## src/rtl/cpu_datapath_cfg.svh

```systemverilog
`ifndef CPU_DATAPATH_CFG_SVH
`define CPU_DATAPATH_CFG_SVH

// Word and field layout
`define WORD_W 18
`define OPL_W 6
`define OPL_MSB 17
`define OPL_LSB 12
`define FIELD_MSB 11
`define PAGE_LSB 12
`define CORE_ADDR_W 15
`define EXT_W 3
`define OPL_CODE_MSB 5
`define OPL_CODE_LSB 2
`define OPL_INDIR_BIT 1
`define OPL_INDEX_BIT 0

// Register byte offsets
`define ADDR_CMD 8'h00
`define ADDR_CTRL 8'h04
`define ADDR_STATUS 8'h08
`define ADDR_RESULT 8'h0c
`define ADDR_IPTR 8'h10
`define ADDR_EPTR 8'h14
`define ADDR_OPL 8'h18
`define ADDR_INDEX 8'h1c
`define ADDR_SWITCH 8'h20
`define ADDR_MRB 8'h24

// Field positions
`define CMD_W 5
`define CTRL_TWOS_BIT 0
`define STAT_BUSY_BIT 0
`define STAT_LINK_BIT 1
`define STAT_INDIR_BIT 2
`define STAT_INDEX_BIT 3
`define STAT_CODE_LSB 4
`define STAT_CODE_MSB 7

// Reset values and bus answers
`define RST_WORD 18'h00000
`define RST_OPL 6'h00
`define RST_BUS 32'h00000000
`define RESP_OKAY 2'h0
`define RESP_DECERR 2'h3
`define ONE_WORD 18'h00001

`endif

```

## src/rtl/cpu_datapath_pkg.sv

```systemverilog
package cpu_datapath_pkg;

	typedef enum logic [4:0] {
		CMD_NOP = 5'h00,
		CMD_CLR_RES = 5'h01,
		CMD_CPL_RES = 5'h02,
		CMD_ROT_L = 5'h03,
		CMD_ROT_R = 5'h04,
		CMD_SHL = 5'h05,
		CMD_SHR = 5'h06,
		CMD_ADD = 5'h07,
		CMD_AND = 5'h08,
		CMD_XOR = 5'h09,
		CMD_OR_SW = 5'h0a,
		CMD_CLR_LINK = 5'h0b,
		CMD_CPL_LINK = 5'h0c,
		CMD_FETCH = 5'h0d,
		CMD_OPERAND = 5'h0e,
		CMD_JUMP = 5'h0f,
		CMD_IO_OUT = 5'h10,
		CMD_IO_IN = 5'h11
	} cmd_e;

	typedef enum logic [2:0] {
		ST_IDLE = 3'b001,
		ST_FETCH = 3'b010,
		ST_OPERAND = 3'b100
	} state_e;

	typedef logic [17:0] word_t;

endpackage : cpu_datapath_pkg

```

## src/rtl/cpu_register_datapath.sv

```systemverilog
// Our own choices: register access over AXI4-Lite and the register offsets.
`timescale 1ns/1ps
`include "cpu_datapath_cfg.svh"

module cpu_register_datapath (
	input wire logic core_clk,
	input wire logic rst_n,
	input wire logic [7:0] s_axi_awaddr,
	input wire logic s_axi_awvalid,
	output logic s_axi_awready,
	input wire logic [31:0] s_axi_wdata,
	input wire logic [3:0] s_axi_wstrb,
	input wire logic s_axi_wvalid,
	output logic s_axi_wready,
	output logic [1:0] s_axi_bresp,
	output logic s_axi_bvalid,
	input wire logic s_axi_bready,
	input wire logic [7:0] s_axi_araddr,
	input wire logic s_axi_arvalid,
	output logic s_axi_arready,
	output logic [31:0] s_axi_rdata,
	output logic [1:0] s_axi_rresp,
	output logic s_axi_rvalid,
	input wire logic s_axi_rready,
	output logic mem_req,
	output logic [17:0] mem_addr,
	input wire logic mem_ack,
	input wire logic [17:0] mem_rdata,
	input wire logic [17:0] console_sw,
	output logic io_wr,
	output logic [17:0] io_wdata,
	output logic io_rd,
	input wire logic [17:0] io_rdata
);

	cpu_datapath_pkg::state_e state_ff;
	cpu_datapath_pkg::word_t result_register_ff;
	logic link_ff;
	cpu_datapath_pkg::word_t next_instruction_pointer_ff;
	cpu_datapath_pkg::word_t effective_pointer_ff;
	cpu_datapath_pkg::word_t memory_read_buffer_ff;
	cpu_datapath_pkg::word_t index_register_ff;
	cpu_datapath_pkg::word_t switch_buf_ff;
	logic [5:0] opcode_latch_ff;
	logic twos_mode_ff;
	logic [4:0] last_cmd_ff;
	logic aw_ok_ff, w_ok_ff, ar_ok_ff;
	logic [7:0] awaddr_ff;
	logic [31:0] wdata_ff;
	logic [3:0] wstrb_ff;
	logic bvalid_ff, rvalid_ff, awready_ff, wready_ff, arready_ff;
	logic [1:0] bresp_ff, rresp_ff;
	logic [31:0] rdata_ff;
	logic mem_req_ff;
	cpu_datapath_pkg::word_t mem_addr_ff;
	logic io_wr_ff, io_rd_ff;
	cpu_datapath_pkg::word_t io_wdata_ff;
	logic nxt_aw_ok, nxt_w_ok, nxt_rvalid, nxt_bvalid;
	logic wr_fire, cmd_go, idle, fetch_done, oper_done;
	cpu_datapath_pkg::cmd_e cmd;
	logic [18:0] nxt_link_res;
	cpu_datapath_pkg::word_t wr_word;
	cpu_datapath_pkg::word_t fetch_eff;

	// Byte-lane merge of a bus write into an 18-bit register
	function automatic cpu_datapath_pkg::word_t merge(
		input cpu_datapath_pkg::word_t old_v,
		input logic [31:0] new_v,
		input logic [3:0] strb
	);
		logic [31:0] m;
		m = {14'h0000, old_v};
		for (int b = 0; b < 4; b++) begin
			if (strb[b])
				m[b*8 +: 8] = new_v[b*8 +: 8];
		end
		return m[17:0];
	endfunction : merge

	// Arithmetic unit: returns {link, result}
	function automatic logic [18:0] arith_unit(
		input cpu_datapath_pkg::cmd_e op,
		input cpu_datapath_pkg::word_t ac,
		input logic lk,
		input cpu_datapath_pkg::word_t mw,
		input cpu_datapath_pkg::word_t sw,
		input logic twos
	);
		logic [18:0] sum;
		cpu_datapath_pkg::word_t oc;
		logic ovf;
		sum = {1'b0, ac} + {1'b0, mw};
		oc = sum[17:0] + {17'h00000, sum[18]};
		ovf = (ac[17] == mw[17]) && (oc[17] != ac[17]);
		unique case (op)
			cpu_datapath_pkg::CMD_CLR_RES: return {lk, `RST_WORD};
			cpu_datapath_pkg::CMD_CPL_RES: return {lk, ~ac};
			cpu_datapath_pkg::CMD_ROT_L: return {ac, lk};
			cpu_datapath_pkg::CMD_ROT_R: return {ac[0], lk, ac[17:1]};
			cpu_datapath_pkg::CMD_SHL: return {ac, 1'b0};
			cpu_datapath_pkg::CMD_SHR: return {1'b0, lk, ac[17:1]};
			cpu_datapath_pkg::CMD_ADD: begin
				if (twos)
					return {lk, ac} + {1'b0, mw};
				else
					return {lk | ovf, oc};
			end
			cpu_datapath_pkg::CMD_AND: return {lk, ac & mw};
			cpu_datapath_pkg::CMD_XOR: return {lk, ac ^ mw};
			cpu_datapath_pkg::CMD_OR_SW: return {lk, ac | sw};
			cpu_datapath_pkg::CMD_CLR_LINK: return {1'b0, ac};
			cpu_datapath_pkg::CMD_CPL_LINK: return {~lk, ac};
			default: return {lk, ac};
		endcase
	endfunction : arith_unit

	assign s_axi_awready = awready_ff;
	assign s_axi_wready = wready_ff;
	assign s_axi_bvalid = bvalid_ff;
	assign s_axi_bresp = bresp_ff;
	assign s_axi_arready = arready_ff;
	assign s_axi_rvalid = rvalid_ff;
	assign s_axi_rdata = rdata_ff;
	assign s_axi_rresp = rresp_ff;
	assign mem_req = mem_req_ff;
	assign mem_addr = mem_addr_ff;
	assign io_wr = io_wr_ff;
	assign io_rd = io_rd_ff;
	assign io_wdata = io_wdata_ff;

	assign idle = (state_ff == cpu_datapath_pkg::ST_IDLE);
	assign wr_fire = aw_ok_ff && w_ok_ff && !bvalid_ff;
	assign cmd_go = wr_fire && idle && (awaddr_ff == `ADDR_CMD);
	assign fetch_done = (state_ff == cpu_datapath_pkg::ST_FETCH) && mem_ack;
	assign oper_done = (state_ff == cpu_datapath_pkg::ST_OPERAND) && mem_ack;
	assign wr_word = wdata_ff[17:0];

	always_comb begin
		cmd = cpu_datapath_pkg::cmd_e'(wdata_ff[4:0]);
		if (!cmd_go)
			cmd = cpu_datapath_pkg::CMD_NOP;
		nxt_link_res = arith_unit(cmd, result_register_ff, link_ff,
			memory_read_buffer_ff, switch_buf_ff, twos_mode_ff);
		// Address field within the current page, or indexed
		if (mem_rdata[`OPL_LSB + `OPL_INDEX_BIT])
			fetch_eff = index_register_ff +
				{6'h00, mem_rdata[`FIELD_MSB:0]};
		else
			fetch_eff = {next_instruction_pointer_ff[`OPL_MSB:`PAGE_LSB],
				mem_rdata[`FIELD_MSB:0]};
		nxt_aw_ok = aw_ok_ff;
		if (s_axi_awvalid && awready_ff)
			nxt_aw_ok = 1'b1;
		else if (wr_fire)
			nxt_aw_ok = 1'b0;
		nxt_w_ok = w_ok_ff;
		if (s_axi_wvalid && wready_ff)
			nxt_w_ok = 1'b1;
		else if (wr_fire)
			nxt_w_ok = 1'b0;
		nxt_bvalid = bvalid_ff;
		if (wr_fire)
			nxt_bvalid = 1'b1;
		else if (s_axi_bready)
			nxt_bvalid = 1'b0;
		nxt_rvalid = rvalid_ff;
		if (ar_ok_ff)
			nxt_rvalid = 1'b1;
		else if (s_axi_rready)
			nxt_rvalid = 1'b0;
	end

	// Write channel handshake; address and data taken in either order
	always_ff @(posedge core_clk) begin
		if (!rst_n) begin
			aw_ok_ff <= 1'b0;
			w_ok_ff <= 1'b0;
			awready_ff <= 1'b0;
			wready_ff <= 1'b0;
			bvalid_ff <= 1'b0;
			bresp_ff <= `RESP_OKAY;
			awaddr_ff <= 8'h00;
			wdata_ff <= `RST_BUS;
			wstrb_ff <= 4'h0;
		end else begin
			aw_ok_ff <= nxt_aw_ok;
			w_ok_ff <= nxt_w_ok;
			awready_ff <= !nxt_aw_ok;
			wready_ff <= !nxt_w_ok;
			bvalid_ff <= nxt_bvalid;
			if (s_axi_awvalid && awready_ff)
				awaddr_ff <= s_axi_awaddr;
			if (s_axi_wvalid && wready_ff) begin
				wdata_ff <= s_axi_wdata;
				wstrb_ff <= s_axi_wstrb;
			end
			if (wr_fire) begin
				unique case (awaddr_ff)
					`ADDR_CMD, `ADDR_CTRL, `ADDR_STATUS, `ADDR_RESULT,
					`ADDR_IPTR, `ADDR_EPTR, `ADDR_OPL, `ADDR_INDEX,
					`ADDR_SWITCH, `ADDR_MRB: bresp_ff <= `RESP_OKAY;
					default: bresp_ff <= `RESP_DECERR;
				endcase
			end
		end
	end

	// Read channel: one read at a time, answer two edges after arvalid
	always_ff @(posedge core_clk) begin
		if (!rst_n) begin
			ar_ok_ff <= 1'b0;
			arready_ff <= 1'b0;
			rvalid_ff <= 1'b0;
			rdata_ff <= `RST_BUS;
			rresp_ff <= `RESP_OKAY;
		end else begin
			ar_ok_ff <= s_axi_arvalid && arready_ff;
			arready_ff <= !nxt_rvalid && !(s_axi_arvalid && arready_ff)
				&& !ar_ok_ff;
			rvalid_ff <= nxt_rvalid;
			if (s_axi_arvalid && arready_ff) begin
				rresp_ff <= `RESP_OKAY;
				rdata_ff <= `RST_BUS;
				unique case (s_axi_araddr)
					`ADDR_CMD: rdata_ff[4:0] <= last_cmd_ff;
					`ADDR_CTRL: rdata_ff[`CTRL_TWOS_BIT] <= twos_mode_ff;
					`ADDR_STATUS: begin
						rdata_ff[`STAT_BUSY_BIT] <= !idle;
						rdata_ff[`STAT_LINK_BIT] <= link_ff;
						rdata_ff[`STAT_INDIR_BIT] <=
							opcode_latch_ff[`OPL_INDIR_BIT];
						rdata_ff[`STAT_INDEX_BIT] <=
							opcode_latch_ff[`OPL_INDEX_BIT];
						rdata_ff[`STAT_CODE_MSB:`STAT_CODE_LSB] <=
							opcode_latch_ff[`OPL_CODE_MSB:`OPL_CODE_LSB];
					end
					`ADDR_RESULT: rdata_ff[17:0] <= result_register_ff;
					`ADDR_IPTR: rdata_ff[17:0] <= next_instruction_pointer_ff;
					`ADDR_EPTR: rdata_ff[17:0] <= effective_pointer_ff;
					`ADDR_OPL: rdata_ff[5:0] <= opcode_latch_ff;
					`ADDR_INDEX: rdata_ff[17:0] <= index_register_ff;
					`ADDR_SWITCH: rdata_ff[17:0] <= switch_buf_ff;
					`ADDR_MRB: rdata_ff[17:0] <= memory_read_buffer_ff;
					default: rresp_ff <= `RESP_DECERR;
				endcase
			end
		end
	end

	// Console switch word is re-buffered every clock
	always_ff @(posedge core_clk) begin
		if (!rst_n)
			switch_buf_ff <= `RST_WORD;
		else
			switch_buf_ff <= console_sw;
	end

	// Software settings; datapath registers only take writes while idle
	always_ff @(posedge core_clk) begin
		if (!rst_n) begin
			twos_mode_ff <= 1'b0;
			last_cmd_ff <= 5'h00;
			index_register_ff <= `RST_WORD;
		end else if (wr_fire) begin
			if (awaddr_ff == `ADDR_CTRL && wstrb_ff[0])
				twos_mode_ff <= wdata_ff[`CTRL_TWOS_BIT];
			if (cmd_go)
				last_cmd_ff <= wdata_ff[4:0];
			if (awaddr_ff == `ADDR_INDEX && idle)
				index_register_ff <= merge(index_register_ff, wdata_ff,
					wstrb_ff);
		end
	end

	// Result register and link
	always_ff @(posedge core_clk) begin
		if (!rst_n) begin
			result_register_ff <= `RST_WORD;
			link_ff <= 1'b0;
		end else if (cmd_go && cmd == cpu_datapath_pkg::CMD_IO_IN) begin
			result_register_ff <= io_rdata;
		end else if (wr_fire && idle && awaddr_ff == `ADDR_RESULT) begin
			result_register_ff <= merge(result_register_ff, wdata_ff,
				wstrb_ff);
		end else begin
			// Holds its value whenever no operation is issued
			{link_ff, result_register_ff} <= nxt_link_res;
		end
	end

	// Programmed I/O strobes
	always_ff @(posedge core_clk) begin
		if (!rst_n) begin
			io_wr_ff <= 1'b0;
			io_rd_ff <= 1'b0;
			io_wdata_ff <= `RST_WORD;
		end else begin
			io_wr_ff <= cmd_go && cmd == cpu_datapath_pkg::CMD_IO_OUT;
			io_rd_ff <= cmd_go && cmd == cpu_datapath_pkg::CMD_IO_IN;
			if (cmd_go && cmd == cpu_datapath_pkg::CMD_IO_OUT)
				io_wdata_ff <= result_register_ff;
		end
	end

	// Memory access sequencer
	always_ff @(posedge core_clk) begin
		if (!rst_n) begin
			state_ff <= cpu_datapath_pkg::ST_IDLE;
			mem_req_ff <= 1'b0;
			mem_addr_ff <= `RST_WORD;
		end else begin
			unique case (state_ff)
				cpu_datapath_pkg::ST_IDLE: begin
					if (cmd == cpu_datapath_pkg::CMD_FETCH) begin
						state_ff <= cpu_datapath_pkg::ST_FETCH;
						mem_req_ff <= 1'b1;
						// Low 15 bits reach core, top 3 extend it
						mem_addr_ff <=
							next_instruction_pointer_ff;
					end else if (cmd == cpu_datapath_pkg::CMD_OPERAND) begin
						state_ff <= cpu_datapath_pkg::ST_OPERAND;
						mem_req_ff <= 1'b1;
						mem_addr_ff <= effective_pointer_ff;
					end
				end
				cpu_datapath_pkg::ST_FETCH, cpu_datapath_pkg::ST_OPERAND: begin
					if (mem_ack) begin
						state_ff <= cpu_datapath_pkg::ST_IDLE;
						mem_req_ff <= 1'b0;
					end
				end
				default: begin
					state_ff <= cpu_datapath_pkg::ST_IDLE;
					mem_req_ff <= 1'b0;
				end
			endcase
		end
	end

	// Read buffer, opcode latch and pointers
	always_ff @(posedge core_clk) begin
		if (!rst_n) begin
			memory_read_buffer_ff <= `RST_WORD;
			opcode_latch_ff <= `RST_OPL;
			next_instruction_pointer_ff <= `RST_WORD;
			effective_pointer_ff <= `RST_WORD;
		end else begin
			if (fetch_done || oper_done)
				memory_read_buffer_ff <= mem_rdata;
			if (fetch_done) begin
				opcode_latch_ff <= mem_rdata[`OPL_MSB:`OPL_LSB];
				effective_pointer_ff <= fetch_eff;
				next_instruction_pointer_ff <= next_instruction_pointer_ff
					+ `ONE_WORD;
			end else if (cmd == cpu_datapath_pkg::CMD_JUMP) begin
				next_instruction_pointer_ff <= effective_pointer_ff;
			end else if (wr_fire && idle && awaddr_ff == `ADDR_IPTR) begin
				next_instruction_pointer_ff <= merge(
					next_instruction_pointer_ff, wdata_ff, wstrb_ff);
			end
		end
	end
endmodule : cpu_register_datapath

```

## config.mk

```make
export PLATFORM = sky130hd
export DESIGN_NAME = cpu_register_datapath
export DESIGN_NICKNAME = d
export VERILOG_FILES = /design/src/rtl/cpu_datapath_pkg.sv /design/src/rtl/cpu_register_datapath.sv
export VERILOG_INCLUDE_DIRS = /design/src /design/src/rtl
export SDC_FILE = /design/constraint.sdc
export NUM_CORES = 1
export LEC_CHECK = 0
export ABC_AREA = 1
export BUFFER_PORTS_ARGS = -buffer_cell sky130_fd_sc_hd__buf_2
export CORE_MARGIN = 1.5
export CORE_UTILIZATION = 63
export CTS_CLUSTER_SIZE = 12
export DETAILED_ROUTE_END_ITERATION = 7
export GPL_TIMING_DRIVEN = 0
export PLACE_DENSITY = 0.9
export SLEW_MARGIN = 20
export SYNTH_ARGS = -nofsm -noshare
export SYNTH_HDL_FRONTEND = slang
export SYNTH_SLANG_ARGS = --single-unit
```

## constraint.sdc

```tcl
create_clock -name core_clk -period 6.57 [get_ports core_clk]
set_input_delay 0 -clock core_clk [delete_from_list [all_inputs] [get_ports core_clk]]
set_output_delay 0 -clock core_clk [all_outputs]
set_load 0.02 [all_outputs]
```

# After elaboration in Yosys (flattened, before gate mapping)

Cells that the tools add are included.

Add/sub/neg operators: 5
Eq/ne operators: 47
Mux-type cells: 37
Bitwise operators: 13
Reductions and logical operators: 53

Operators with widths:

| kind                                          | number |
|---|---|
| one-hot mux 19 bit (12 select lines)          | 1 |
| 2-to-1 mux 18 bit                             | 8 |
| == test 8 x 5 -> 1 bit, second input constant | 8 |
| one-hot mux 10 bit (6 select lines)           | 1 |
| == test 5 x 4 -> 1 bit, second input constant | 8 |
| one-hot mux 4 bit (9 select lines)            | 1 |
| == test 8 x 4 -> 1 bit, second input constant | 4 |
| == test 8 x 6 -> 1 bit, second input constant | 4 |
| == test 5 x 3 -> 1 bit, second input constant | 4 |
| OR reduction 10 bit                           | 2 |
| adder 18 x 18 -> 19 bit                       | 1 |
| adder 19 x 18 -> 19 bit                       | 1 |
| 2-to-1 mux 19 bit                             | 1 |
| adder 18 x 1 -> 18 bit                        | 1 |
| adder 18 x 1 -> 18 bit, second input constant | 1 |
| adder 18 x 12 -> 18 bit                       | 1 |
| bitwise AND 18 bit                            | 1 |
| logical AND 1 bit                             | 18 |
| inverter 18 bit                               | 1 |
| bitwise OR 18 bit                             | 1 |
| XOR 18 bit                                    | 1 |
| == test 8 x 3 -> 1 bit, second input constant | 2 |
| logical NOT 8 bit                             | 2 |
| 2-to-1 mux 8 bit                              | 2 |
| 33 further kinds                              | 80 |

Register bits: 222
Input bits: 114
Output and inout port bits: 80
Logic and storage cells: 191

# Longest topological paths before layout

Depth in word-level cells: 9
Gate-level depth with buffers: 27
Mapped depth without buffers: 27

# Worst setup path after synthesis

No wires, ideal clock.

Kind: reg-to-reg
From: register result_register_ff[0]
To: register result_register_ff[12]
Setup time: 0.070 ns
Arrival: 3.367 ns
Data required time: 6.500 ns
Path slack: 3.132 ns
Stages on the path, launching flop included: 27
Path buffers: 0
Period minus slack after synthesis: 3.438 ns
Cells stage by stage: dfxtp_1 -> ha_1 -> inv_1 -> fa_1 -> inv_1 -> nand2_1 -> nand2_1 -> nand3_1 -> nand2_1 -> nand2_1 -> nand2_1 -> a21oi_1 -> o21bai_1 -> ha_1 -> ha_1 -> inv_1 -> nor2_1 -> nand4_1 -> nor2_2 -> nand3_1 -> nor2_2 -> inv_1 -> o21ai_0 -> nand3_1 -> nand3_1 -> nand2_1 -> a21oi_1

Longest elaborated chain between the ends: 6
Elaborated cells between the ends (all ways): 7
Those cells by class: add/sub (3); mux (4)

Ends and longest elaborated chain:

| item                                   | line                         | source |
|---|---|---|
| start, declared                        | cpu_register_datapath.sv:37  | `cpu_datapath_pkg::word_t result_register_ff;` |
| start signal, assigned                 | cpu_register_datapath.sv:278 | `` result_register_ff <= `RST_WORD; `` |
| start signal, assigned                 | cpu_register_datapath.sv:281 | `result_register_ff <= io_rdata;` |
| start signal, assigned                 | cpu_register_datapath.sv:283 | `result_register_ff <= merge(result_register_ff, wdata_ff,` |
| adder 18 x 18 -> 19 bit                | cpu_register_datapath.sv:92  | `sum = {1'b0, ac} + {1'b0, mw};` |
| adder 18 x 1 -> 18 bit                 | cpu_register_datapath.sv:93  | `oc = sum[17:0] + {17'h00000, sum[18]};` |
| 2-to-1 mux 19 bit *                    | cpu_register_datapath.sv:103 | `if (twos)` |
| one-hot mux 19 bit (12 select lines) * | cpu_register_datapath.sv:95  | `unique case (op)` |
| 2-to-1 mux 18 bit *                    | cpu_register_datapath.sv:282 | `` end else if (wr_fire && idle && awaddr_ff == `ADDR_RESULT) begin `` |
| 2-to-1 mux 18 bit *                    | cpu_register_datapath.sv:280 | `end else if (cmd_go && cmd == cpu_datapath_pkg::CMD_IO_IN) begin` |

Mark *: on every way between the ends. The rest lies on a longest branch, timed or not.
A chain may end at the register's enable or synchronous reset.

# Worst setup path after layout

Same ends and word-level chain as after synthesis.

==> impl_metrics.ini <==
[drt]
vias = 16693
drc = 24
via_per_inst = 6.43
ant_nets = 0
wl_um = 57800
detail_route.wl_per_cell_um = 22.3
firstDrtPassIters = 8
drt_iter0_markers = 2836

[sta]
rsz0062_at_grt = false
timing.final.crit_share = 0.711
slew_violations = 0
worstMarginPinSlew_ps = 1160
hold_viol_final = 0
fmax_mhz = 214
min_period_ps = 4670
fin_ws_ps = 1900
tns_ps = 0
skew_ps = 25.7
setup_viol = 0
relSlewSlack = 0.225

[synth]
syn_inst = 2012
synth_top_cells_by_area = dfxtp_1 (34%), nand2_1 (11%), a21oi_1 (8.5%), o21ai_0 (7.9%), inv_1 (7.1%)
synth_common_cells = nand2_1 (377), inv_1 (248), nor2_1 (226), a21oi_1 (220), dfxtp_1 (220)
avgSynthCellArea_um2 = 6.47
netlist_area_um2 = 13000
synth.most_common_cell = nand2_1
yosys_register_bits = 220
synth_largest_area_cell = dfxtp_1
synth_edf_count = 0
ys_warn_count = 0
ys.flop_type = dfxtp_1
synth.top_cell.area_share = 0.338
async_flop_share = 0
ys_seq_area_frac = 0.338
synth.distinct_cells = 53

[power_and_ir_drop]
p_per_area_nw_per_um2 = 192
p_leak_nw = 6.84
power_w = 0.00307
irDropWorstVdd_mv = 0.206

[cts]
cts_tree = built
postCtsSetupRepairBufs = 0
clock-sinks = 220
ctsRootBufferMaster = clkbuf_16
clk_latency_ps = 550
clockBufferDepth = 3
cts_buffers = 24
htreeDepth = 1
path_clk_slew_ps = 70

[die]
rows = 52
die_w_um = 147
dieArea_um2 = 21500
dieHeight_um = 147
ios = 194
core_area_um2 = 20200
start_util = 0.644

[finish]
fin_util = 0.788
layout-drive-gt1-share = 0.120
final_nets = 2457
syn2layout_area_growth_pct = 22.4
instances_no_fill = 2595

[worst_setup_path]
endpoint_kind = flip-flop
critical_path_class = reg -> reg
cp.arrival_ps = 5120
critPathLaunchType = flip-flop
crit_required_ps = 7020
cp_max_fo = 8

[place]
place_ws_ps = 2120
placedCellCount = 2459
hpwl_um = 41200
gp_congestion = 1.14
io_buffers = 164

[global_routing]
grt.total_usage = 0.524
gr-total-overflow = 0
grt_max_degree = 13
grt_antenna_before_repair = 4
grt_pass1_wl_um = 87500
first_global_vias = 15872

[job]
max_cap_viol_count = 0

[run_status]
failed_checks = DRC
status = finished, violations left

[min_path]
hp-class = in -> reg
area by class of cell:
class | count | area, µm²
Inverter | 267 | 1000
Clock inverter | 5 | 88.8
Fill cell | 1543 | 4290
Timing Repair Buffer | 257 | 1750
Clock buffer | 36 | 686
Buffer | 94 | 447
Multi-Input combinational cell | 1444 | 7220
Sequential cell | 220 | 4400
Tap cell | 270 | 338
Antenna cell | 2 | 5.00
metrics by stage:
step	area [µm²]	hold WS [ps]
4_1_cts	15900	35.6
3_3_place_gp	14200	184
2_1_floorplan	13100	97.6
3_5_place_dp	14200	191
5_1_grt	15900	83.3
6_report	15900	47.8
worst paths after layout:
check                                                         from                                   to  slack, ps  cells past startpoint
worst max-delay path            result_register_ff[0]$_SDFFE_PN0P_  result_register_ff[12]$_SDFFE_PN0P_       1900                     26
worst min-delay path                               s_axi_araddr[4]          s_axi_rdata[0]$_SDFFE_PN0P_         50                      6
worst min register to register           mem_addr[11]$_SDFFE_PN0P_            mem_addr[11]$_SDFFE_PN0P_        460                      2
worst max register to register  result_register_ff[0]$_SDFFE_PN0P_  result_register_ff[12]$_SDFFE_PN0P_       1900                     26
what timing repair did:
| item | CTS | global route |
|---|---|---|
| hold buffers | 93 | 0 |
| hold endpoints to repair | 111 | 0 |
| gates resized for setup | 0 | 0 |
layout by cell type (no fill, tap or decap), types with 9 or more instances in the layout:
cell type / instances
a31oi_1: 17
buf_4: 20
nor3_1: 31
o2111ai_1: 11
a221oi_1: 13
clkbuf_1: 68
inv_2: 13
a21oi_1: 220
nand4_1: 13
buf_2: 173
nor2_2: 12
nand3_1: 131
nand2_1: 377
a211oi_1: 13
conb_1: 14
xor2_1: 9
clkbuf_16: 24
inv_1: 248
o21ai_0: 206
o22ai_1: 41
nor2_1: 226
ha_1: 33
dlygate4sd3_1: 93
dfxtp_1: 220
metal layers:
layer  track usage  routed length (µm)  part of all wire
met4         0.398                5690             0.098
met3         0.198                9040              0.16
met1         0.604               19300              0.33
met5             0                  16           0.00028
met2         0.788               23800              0.41
state kept, by name, summed over array words and instances (netlist names), 3 cells and up:
name / count
s_axi_rdata: 18
effective_pointer_ff: 18
memory_read_buffer_ff: 18
last_cmd_ff: 5
io_wdata: 18
index_register_ff: 18
next_instruction_pointer_ff: 18
state_ff: 3
opcode_latch_ff: 6
wstrb_ff: 3
result_register_ff: 18
awaddr_ff: 8
mem_addr: 18
wdata_ff: 18
switch_buf_ff: 18
report_power, final:
part / internal [W] / total (W) / switching [W]
clock: 0.000798 / 0.00139 / 0.000589
sequential: 0.00136 / 0.00140 / 0.0000389
combinational: 0.000107 / 0.000281 / 0.000174
cell families after synthesis:
family | after synthesis | share of synthesized area
simple gates | 821 | 0.268
other cells | 1 | 0.000288
buf+inv | 361 | 0.111
flops | 220 | 0.338
xor+xnor | 10 | 0.00672
fa+ha+maj | 35 | 0.0348
compound gates | 564 | 0.241
critical path: stages (launching register included):
cell and delay (ps):
dfxtp_1 540, ha_1 370, inv_1 110, fa_1 440
inv_1 100, nand2_1 70, nand2_1 120, nand3_1 120
nand2_1 160, nand2_1 110, nand2_1 110, a21oi_1 90
o21bai_1 250, ha_1 220, ha_1 150, inv_1 40
nor2_1 210, nand4_1 180, nor2_2 180, nand3_1 150
nor2_2 200, inv_1 80, o21ai_0 140, nand3_1 150
nand3_1 120, nand2_1 50, a21oi_1 120
Note: power is estimated with default switching activity, not from simulation.
